==> src/bsd_pkg.sv <==
// bsd_pkg: constants for the boot section address decoder
// assumes a 16-bit flash byte pointer and a two-bit boot-size fuse field
package bsd_pkg;
    localparam int PTR_W = 16;
    localparam int PC_W  = 13;
    localparam int prog_counter_top_bit      = 12;
    localparam int page_word_top_bit         = 5;
    localparam int pointer_counter_top_bit   = 13;
    localparam int pointer_page_word_top_bit = 6;
    localparam int PAGE_WORDS = 64;
    localparam int PAGE_BYTES = 128;
    localparam int PAGE_NUM_W = 7;
    localparam int WORD_SEL_W = 6;
    // boot-area starts, indexed by fuse code, 16 KB and 8 KB parts
    localparam logic [15:0] BOOT16_CODE3 = 16'h3E00;
    localparam logic [15:0] BOOT16_CODE2 = 16'h3C00;
    localparam logic [15:0] BOOT16_CODE1 = 16'h3800;
    localparam logic [15:0] BOOT16_CODE0 = 16'h3000;
    localparam logic [15:0] BOOT8_CODE3  = 16'h1E00;
    localparam logic [15:0] BOOT8_CODE2  = 16'h1C00;
    localparam logic [15:0] BOOT8_CODE1  = 16'h1800;
    localparam logic [15:0] BOOT8_CODE0  = 16'h1000;
    localparam logic [15:0] FLASH16_END  = 16'h3FFF;
    localparam logic [15:0] FLASH8_END   = 16'h1FFF;
    localparam logic [15:0] RDWR16_END   = 16'h2FFF;
    localparam logic [15:0] RDWR8_END    = 16'h0FFF;
    localparam logic [15:0] PTR_RESET    = 16'h0000;
    localparam logic [1:0]  FUSE_RESET   = 2'h3;
endpackage : bsd_pkg

==> src/bsd_boot_map.sv <==
// bsd_boot_map: combinational fuse code to boot boundary lookup
// assumes fuse bits arrive already inverted-sense (programmed reads zero)
module bsd_boot_map
    import bsd_pkg::*;
(
    // selection
    input  wire logic        part_is_16k,
    input  wire logic [1:0]  boot_size_select,
    // result
    output logic [15:0] boot_start,
    output logic [15:0] flash_end
);
    always_comb begin
        flash_end = part_is_16k ? FLASH16_END : FLASH8_END;
        case ({part_is_16k, boot_size_select})
            3'h7:    boot_start = BOOT16_CODE3;
            3'h6:    boot_start = BOOT16_CODE2;
            3'h5:    boot_start = BOOT16_CODE1;
            3'h4:    boot_start = BOOT16_CODE0;
            3'h3:    boot_start = BOOT8_CODE3;
            3'h2:    boot_start = BOOT8_CODE2;
            3'h1:    boot_start = BOOT8_CODE1;
            default: boot_start = BOOT8_CODE0;
        endcase
    end
endmodule : bsd_boot_map

==> src/bsd_decoder.sv <==
// bsd_decoder: flash partition classifier and pointer field splitter
// assumes the core presents the byte pointer and fuse bits in sys_clk domain
// Function
// 16 KB part: fuse codes 11..00 give boot start 0x3E00..0x3000, end 0x3FFF.
// 8 KB part: codes give boot start 0x1E00..0x1000; application ends below.
// read-while-write up to 0x2FFF (16 KB) or 0x0FFF (8 KB).
// a page holds 64 words, 128 bytes.
// program counter is 13 bits, top bit 12.
// word within page uses program-counter bits 5 to 0.
// pointer bit 13 maps to program-counter top bit.
// pointer bit 6 maps to top word-in-page bit.
// page number taken from pointer bits 13 down to 7.
// buffer word taken from pointer bits 6 down to 1.
// software keeps word-select bits zero during page write.
// software keeps pointer bit zero clear for store commands.
// pointer bit zero picks low or high byte on loads.
// programmed fuse reads zero, unprogrammed reads one.
// each address classified as application or boot, read-while-write or not.
module bsd_decoder
    import bsd_pkg::*;
(
    // clock and reset
    input  wire logic                  sys_clk,
    input  wire logic                  srst,
    // configuration
    input  wire logic                  part_is_16k,
    input  wire logic                  boot_size_sel_hi,
    input  wire logic                  boot_size_sel_lo,
    // pointer and access kind
    input  wire logic [PTR_W-1:0]      flash_ptr,
    input  wire logic                  page_write_req,
    input  wire logic                  flash_store_req,
    // decoded outputs
    output logic [PAGE_NUM_W-1:0]      page_select_field,
    output logic [WORD_SEL_W-1:0]      word_select_field,
    output logic [PC_W-1:0]            word_addr,
    output logic                       high_byte_sel,
    output logic                       in_boot_area,
    output logic                       in_app_area,
    output logic                       read_while_write_region,
    output logic                       no_read_while_write_region,
    output logic                       addr_in_range,
    output logic [15:0]                boot_reset_addr,
    output logic [15:0]                app_end_addr,
    output logic [1:0]                 boot_size_select,
    output logic                       page_write_misuse,
    output logic                       store_odd_ptr
);
    logic [15:0] boot_start;
    logic [15:0] flash_end;
    logic [1:0]  fuse_now;
    logic [15:0] rdwr_end;

    // shared decode, used by more than one register
    function automatic logic [WORD_SEL_W-1:0] word_of(
        input logic [PTR_W-1:0] ptr
    );
        return ptr[pointer_page_word_top_bit:1];
    endfunction : word_of

    function automatic logic in_span(
        input logic [PTR_W-1:0] ptr,
        input logic [PTR_W-1:0] lo,
        input logic [PTR_W-1:0] hi
    );
        return (ptr >= lo) && (ptr <= hi);
    endfunction : in_span

    // last application byte, one below the boot start
    function automatic logic [15:0] last_below(
        input logic [15:0] start
    );
        return start - 16'h0001;
    endfunction : last_below

    // fuse pins already follow programmed-equals-zero sense
    assign fuse_now = {boot_size_sel_hi, boot_size_sel_lo};
    assign rdwr_end = part_is_16k ? RDWR16_END : RDWR8_END;

    bsd_boot_map u_map (
        .part_is_16k      (part_is_16k),
        .boot_size_select (fuse_now),
        .boot_start       (boot_start),
        .flash_end        (flash_end)
    );

    // outputs registered to keep every output flop-driven
    always_ff @(posedge sys_clk) begin
        if (srst) begin
            page_select_field <= '0;
            word_select_field <= '0;
            word_addr         <= '0;
            high_byte_sel     <= 1'b0;
        end else begin

            page_select_field <=
                flash_ptr[pointer_counter_top_bit:PAGE_NUM_W];

            word_select_field <= word_of(flash_ptr);
            word_addr <= flash_ptr[prog_counter_top_bit+1:1];
            high_byte_sel <= flash_ptr[0];
        end
    end

    always_ff @(posedge sys_clk) begin
        if (srst) begin
            in_boot_area               <= 1'b0;
            in_app_area                <= 1'b1;
            read_while_write_region    <= 1'b1;
            no_read_while_write_region <= 1'b0;
            addr_in_range              <= 1'b1;
            boot_reset_addr            <= BOOT16_CODE3;
            app_end_addr               <= last_below(BOOT16_CODE3);
            boot_size_select           <= FUSE_RESET;
        end else begin

            in_boot_area <= in_span(flash_ptr, boot_start, flash_end);
            in_app_area  <= flash_ptr < boot_start;

            read_while_write_region    <= flash_ptr <= rdwr_end;
            no_read_while_write_region <= (flash_ptr > rdwr_end)
                                          && (flash_ptr <= flash_end);
            addr_in_range   <= in_span(flash_ptr, 16'h0000, flash_end);
            boot_reset_addr <= boot_start;
            app_end_addr    <= last_below(boot_start);
            boot_size_select <= fuse_now;
        end
    end

    // flags of software misuse, the block does not enforce them
    always_ff @(posedge sys_clk) begin
        if (srst) begin
            page_write_misuse <= 1'b0;
            store_odd_ptr     <= 1'b0;
        end else begin
            page_write_misuse <= page_write_req
                && (word_of(flash_ptr) != '0);
            store_odd_ptr <= flash_store_req && flash_ptr[0];
        end
    end

    chk_boot_start_top: assert property (
        @(posedge sys_clk) disable iff (srst)
        (part_is_16k && fuse_now == 2'h0) |=> boot_reset_addr == 16'h3000)
        else $error("boot start wrong for 16k code 00");
    chk_boot8_start: assert property (
        @(posedge sys_clk) disable iff (srst)
        (!part_is_16k && fuse_now == 2'h3) |=> (boot_reset_addr == 16'h1E00
            && app_end_addr == 16'h1DFF))
        else $error("boot start wrong for 8k code 11");
    chk_region_limit: assert property (
        @(posedge sys_clk) disable iff (srst)
        (part_is_16k && flash_ptr == 16'h3000) |=>
            (no_read_while_write_region && !read_while_write_region))
        else $error("read-while-write limit wrong");
    chk_page_field: assert property (
        @(posedge sys_clk) disable iff (srst)
        1'b1 |=> page_select_field == $past(flash_ptr[13:7]))
        else $error("page field wrong");
    chk_word_field: assert property (
        @(posedge sys_clk) disable iff (srst)
        1'b1 |=> word_select_field == $past(flash_ptr[6:1]))
        else $error("word field wrong");
    chk_word_addr: assert property (
        @(posedge sys_clk) disable iff (srst)
        1'b1 |=> word_addr[12] == $past(flash_ptr[13]))
        else $error("word address top bit wrong");
    chk_byte_sel: assert property (
        @(posedge sys_clk) disable iff (srst)
        $rose(flash_ptr[0]) |=> high_byte_sel)
        else $error("byte select not following pointer");
    chk_area_split: assert property (
        @(posedge sys_clk) disable iff (srst)
        addr_in_range |-> (in_boot_area != in_app_area))
        else $error("address in both or neither area");
    chk_boot_area_top: assert property (
        @(posedge sys_clk) disable iff (srst)
        (part_is_16k && flash_ptr >= 16'h3E00 && flash_ptr <= 16'h3FFF)
            |=> (in_boot_area && !in_app_area))
        else $error("top boot page not in boot area");
    chk_app_end_top: assert property (
        @(posedge sys_clk) disable iff (srst)
        (part_is_16k && fuse_now == 2'h3) |=> (boot_reset_addr == 16'h3E00
            && app_end_addr == 16'h3DFF))
        else $error("boot start wrong for 16k code 11");
    chk_boot8_low: assert property (
        @(posedge sys_clk) disable iff (srst)
        (!part_is_16k && fuse_now == 2'h0) |=> (boot_reset_addr == 16'h1000
            && app_end_addr == 16'h0FFF))
        else $error("boot start wrong for 8k code 00");
    chk_small_limit: assert property (
        @(posedge sys_clk) disable iff (srst)
        (!part_is_16k && flash_ptr == 16'h0FFF) |=>
            (read_while_write_region && !no_read_while_write_region))
        else $error("read-while-write limit wrong on 8k part");
    chk_region_split: assert property (
        @(posedge sys_clk) disable iff (srst)
        addr_in_range |-> (read_while_write_region
            != no_read_while_write_region))
        else $error("address in both or neither write region");
    chk_page_bytes: assert property (
        @(posedge sys_clk) disable iff (srst)
        1'b1 |=> {page_select_field, word_select_field, high_byte_sel}
            == $past(flash_ptr[13:0]))
        else $error("page, word and byte fields do not tile");
    chk_word_addr_full: assert property (
        @(posedge sys_clk) disable iff (srst)
        1'b1 |=> word_addr == $past(flash_ptr[13:1]))
        else $error("word address wrong");
    chk_word_top: assert property (
        @(posedge sys_clk) disable iff (srst)
        1'b1 |=> word_select_field[5] == $past(flash_ptr[6]))
        else $error("word field top bit wrong");
    chk_page_top: assert property (
        @(posedge sys_clk) disable iff (srst)
        1'b1 |=> page_select_field[6] == $past(flash_ptr[13]))
        else $error("page field top bit wrong");
    chk_fuse_copy: assert property (
        @(posedge sys_clk) disable iff (srst)
        1'b1 |=> boot_size_select
            == $past({boot_size_sel_hi, boot_size_sel_lo}))
        else $error("fuse copy wrong");
    chk_write_misuse: assert property (
        @(posedge sys_clk) disable iff (srst)
        (page_write_req && flash_ptr[6:1] != 6'h00) |=> page_write_misuse)
        else $error("page write misuse not flagged");
    chk_store_odd: assert property (
        @(posedge sys_clk) disable iff (srst)
        (flash_store_req && flash_ptr[0]) |=> store_odd_ptr)
        else $error("odd store pointer not flagged");
    chk_load_quiet: assert property (
        @(posedge sys_clk) disable iff (srst)
        !flash_store_req |=> !store_odd_ptr)
        else $error("odd store flag without a store");
    chk_beyond_end: assert property (
        @(posedge sys_clk) disable iff (srst)
        !addr_in_range |-> !(in_boot_area || in_app_area
            || read_while_write_region || no_read_while_write_region))
        else $error("region flag set beyond flash end");
endmodule : bsd_decoder

==> config.mk <==
export PLATFORM = sky130hd
export DESIGN_NAME = bsd_decoder
export DESIGN_NICKNAME = d
export VERILOG_FILES = /design/src/bsd_pkg.sv /design/src/bsd_boot_map.sv /design/src/bsd_decoder.sv
export SDC_FILE = /design/constraint.sdc
export NUM_CORES = 1
export LEC_CHECK = 0
export ABC_AREA = 1
export BUFFER_PORTS_ARGS = -buffer_cell sky130_fd_sc_hd__buf_2
export CAP_MARGIN = 20
export CORE_MARGIN = 4
export CORE_UTILIZATION = 45
export CTS_CLUSTER_DIAMETER = 200
export DETAILED_ROUTE_END_ITERATION = 10
export GPL_TIMING_DRIVEN = 0
export PLACE_DENSITY = 0.9
export SETUP_SLACK_MARGIN = 0.05
export SYNTH_ARGS = -nofsm -noshare
export SYNTH_HDL_FRONTEND = slang
export SYNTH_SLANG_ARGS = --single-unit
==> constraint.sdc <==
create_clock -name sys_clk -period 2.3 [get_ports sys_clk]
set_clock_uncertainty 0.15 [all_clocks]
set_input_delay 0.23 -clock sys_clk [delete_from_list [all_inputs] [get_ports sys_clk]]
set_output_delay 0.23 -clock sys_clk [all_outputs]
set_load 0.03 [all_outputs]
# After elaboration in Yosys (flattened, before gate mapping)
# Cells that the tools add are included.
[totals] word_cells=37 romBits=0 out_inout_bits=68 input_bits=23 regBits=68 latch_bits=0 n_memories=0 mem_bits_rw=0
[op_classes] add_sub_neg=1 n_mux=3 eq_ne=7 shift=0 reduce_logical=6 bitwise_logic=0 div_mod_pow=0 n_mul=0 n_lt_le_gt_ge=6
[ops] cell="$pmux 14 s7" n=1
[ops] cell="$mux 14" n=2
[ops] cell="$ge 16x1->1 const B" n=1
[ops] cell="$ge 16x16->1" n=1
[ops] cell="$gt 16x14->1" n=1
[ops] cell="$le 16x14->1" n=1
[ops] cell="$le 16x16->1" n=1
[ops] cell="$lt 16x16->1" n=1
[ops] cell="$sub 16x1->16 const B" n=1
[ops] cell="$eq 3x3->1 const B" n=4
[ops] cell="$eq 3x2->1 const B" n=2
[ops] cell="$reduce_bool 6->1" n=1
[ops] cell="$logic_and 1x1->1" n=5
[ops] cell="$eq 3x1->1 const B" n=1

# Longest topological paths before layout
[depth] ltp_word=4 depth_mapped=10 depth_no_buf=10

# Modules after synthesis
# From an unflattened synthesis, not the netlist that was laid out.
[unflattened] hier_cells=389 area_unflattened_um2=3001.6
[modules_own_cells] mod="bsd_decoder" instances=1 area_each_um2=2757.6 seq_area_each_um2=1101.1 cells_each=352
[modules_own_cells] mod="bsd_boot_map" instances=1 area_each_um2=244.0 seq_area_each_um2=0.0 cells_each=37

# Least setup slack after synthesis
# OpenSTA, ideal clock, no wires.
[synth_timing] path_type="input to register" from="input boot_size_sel_lo" to="register in_boot_area" n_path_buf=0 stages=8 arrival_ns=1.012 setup_time_ns=0.113 slack_ns=1.025 path_cell_list="nor2_1 > ha_1 > a21oi_1 > nand2_1 > nand2_1 > nand2_1 > nor2_1 > nor2_1"
[synth_between] elab_chain_cells=4
[synth_lines] element="start: declaration" line_no="bsd_decoder.sv:28" rtl="input wire logic boot_size_sel_lo,"
[synth_lines] element="$eq 3x1->1, or another cell as far along" line_no="bsd_boot_map.sv:15" rtl="case ({part_is_16k, boot_size_select})"
[synth_lines] element="$pmux 14 s7 *" line_no="bsd_boot_map.sv:15"
[synth_lines] element="$ge 16x16->1 *" line_no="bsd_decoder.sv:66" rtl="return (ptr >= lo) && (ptr <= hi);"
[synth_lines] element="$logic_and 1x1->1 *" line_no="bsd_decoder.sv:66"
[synth_lines] element="end signal: assignment" line_no="bsd_decoder.sv:117" rtl="in_boot_area <= in_span(flash_ptr, boot_start, flash_end);"
[synth_lines] element="end: declaration" line_no="bsd_decoder.sv:38" rtl="output logic in_boot_area,"
# Every way passes the cells marked *; elsewhere a longest branch is shown, timed or not.
# A chain may end at the register's enable or synchronous reset.

# Worst setup path in the final report
# Same ends and word-level chain as after synthesis.

==> impl_metrics.csv <==
group,metric,value,unit
hold_path,hold_path.class,"in2reg",
pwr,power_frac_comb,0.264,
pwr,swShare,0.303,
clock_tree,numCtsBuffers,5,
finish,area_growth,53.6,%
drt,drt.antenna.violating_nets,0,
pwr,clock_power_share,0.318,
sta,rsz0062_at_grt,"no",
logic_synthesis,ys_top_cells_by_area,"dfxtp_1 43%, buf_4 20%, nand2_1 10%",
worst_setup_path,arrival,1810,ps
drt,drt-vias-per-instance,4.00,
die,initial_core_util,0.466,
logic_synthesis,syn_avg_cell_area,7.46,um^2
clock_tree,clk_pin_slew,100,ps
worst_setup_path,crit_fanout,4,
placement,detailed_place_hpwl,2.59,mm
drt,via_count,1393,
clock_tree,cts.path.max_buffers,2,
die,rows,20,
placement,post-place-cells,320,
placement,placed_area,1870,um^2
drt,drt_iter0_markers,42,
grt,grt_max_degree,11,
drt,routed_wl,3.70,mm
drt,wl_per_cell,10.6,um
grt,antenna_found_initial,0,
grt,track_usage,0.192,
die,die_width,64.0,um
pwr,vdd_drop_max,0.000279,V
clock_tree,cts_num_sinks,30,
sta,period_share,0.745,
logic_synthesis,synth_edf_count,0,
sta,finalSetupTns,0,ps
sta,setup_viol,0,
grt,grt_pass1_vias,1405,
logic_synthesis,synth_top_flop_cell,"dfxtp_1",
finish,nets,332,
clock_tree,cts_tree,"yes",
die,core_region_area,3030,um^2
logic_synthesis,yosys_warnings,0,
run_status,status,"finished clean",
pwr,p_leak,1.30,nW
logic_synthesis,syn_inst,189,
logic_synthesis,yosysSeqAreaShare,0.426,
drt,drt_first_pass_iters,4,
logic_synthesis,synthArstFlopShare,0,
sta,slew_viol_final,0,
pwr,fin_total_pwr,0.00134,W
job,max_cap_violations,0,
sta,fin_crit,1710,ps
finish,final_cells,348,
worst_setup_path,cp-start-kind,"input port",
finish,final_area,2170,um^2
grt,grt_pass1_wl,6.03,mm
sta,max_freq,583,MHz
pwr,power_density,617,nW/um^2
clock_tree,htreeDepth,2,
clock_tree,post_cts_buffers,0,
sta,finalHoldViolations,0,
pwr,intPower,0.000931,W
pwr,p_sw,0.000405,W
grt,gr-total-overflow,0,
placement,port_buffers,66,
die,ioPinCount,91,
die,fp.dieH,64.0,um
clock_tree,cts_root_buf,"clkbuf_4",
logic_synthesis,syn-cell-area,1410,um^2
drt,drc_errors,0,
worst_setup_path,critPathKind,"in2reg",
logic_synthesis,synth-seq-cells,30,
worst_setup_path,cp.required,2390,ps
die,die_area,4090,um^2
placement,gp_congestion,0.796,
logic_synthesis,yosys-top-cells-count,"38 x buf_4, 38 x nand2_1, 30 x dfxtp_1, 30 x inv_1, 28 x nor2_1",
finish,drive_gt1_frac,0.395,
finish,num_antenna_cells,0,
logic_synthesis,synth_top_area_share,0.426,
logic_synthesis,ys_types,16,
logic_synthesis,yosys.area.top_type,"dfxtp_1",
pwr,seqPwrFrac,0.418,
worst_setup_path,end_kind,"flop",
-- worst max-delay path: stages --
cell,delay [ps]
dlygate4sd3_1,540
buf_2,150
nor2_1,150
ha_1,280
a21oi_1,150
nand2_1,60
nand2_1,50
nand2_1,60
nor2_1,90
nor2_1,50
-- sequential cells by signal (all words and copies together), names as in the netlist, 2 cells and up --
signal,flops
page_select_field,7
word_select_field,5
boot_size_select,2
app_end_addr,4
boot_reset_addr,3
-- cells by family after synthesis --
group / count (synthesis) / share of synthesized area
flops: 30 / 0.426
fa+ha+maj: 5 / 0.0444
buf+inv: 74 / 0.301
compound gates: 2 / 0.00710
simple gates: 76 / 0.217
other cells: 2 / 0.00533
-- final timing paths --
path,from,endpoint,cells after the start
hold / removal,srst,store_odd_ptr$_SDFF_PP0_,2
setup / recovery,boot_size_sel_lo,in_boot_area$_SDFF_PP0_,10
-- per-layer routing --
metal | vias to the layer above | part of all wire | track usage
met5 | - | 0 | 0
met4 | 0 | 0.026 | 0.0889
met3 | 10 | 0.099 | 0.0685
met2 | 72 | 0.51 | 0.352
met1 | 597 | 0.36 | 0.191
li1 | 714 | - | -
-- final cells by class --
type                       count  area [um^2]
buffer                        41          300
clock buffer                   6         51.3
clock inverter                 1         30.0
fill                         241          862
inverter                      33          124
multi-input combinational    106          464
sequential                    30          601
tap                           44         55.1
timing repair buffer          87          541
-- metrics by stage --
step	setup slack [ps]	hold WS, ps	util
detailed placement	800	309	0.619
global placement	839	294	0.619
global route	460	39.8	0.715
CTS	595	2.09	0.712
finish	586	36.7	0.715
floorplan	1030	165	-
-- power by group through the flow --
stage	registers [W]	clock network [W]	logic (W)
2_1_floorplan	0.000626	0	0.000185
3_3_place_gp	0.000568	0	0.000314
3_5_place_dp	0.000569	0	0.000320
4_1_cts	0.000557	0.000428	0.000346
5_1_grt	0.000562	0.000465	0.000378
6_report	0.000558	0.000425	0.000353
-- cells in the final DEF, fill, tap and decap left out --
cell type,netlist,routed
a21oi_1,2,2
buf_2,3,69
buf_4,38,38
bufinv_16,0,1
clkbuf_4,0,5
clkbuf_8,0,1
conb_1,2,23
dfxtp_1,30,30
dlygate4sd3_1,0,21
ha_1,5,5
inv_1,30,30
inv_2,3,3
nand2_1,38,38
nand2_2,1,1
nand3_1,4,4
nand3b_1,1,1
nor2_1,28,28
nor2_2,2,2
nor3_1,1,1
or2_1,1,1
-- timing repair --
item | in CTS | in global routing
endpoints found under the hold margin | 20 | 1
gates resized for setup | 0 | 0
hold buffers | 20 | 1
(Power assumes the default switching activity.)
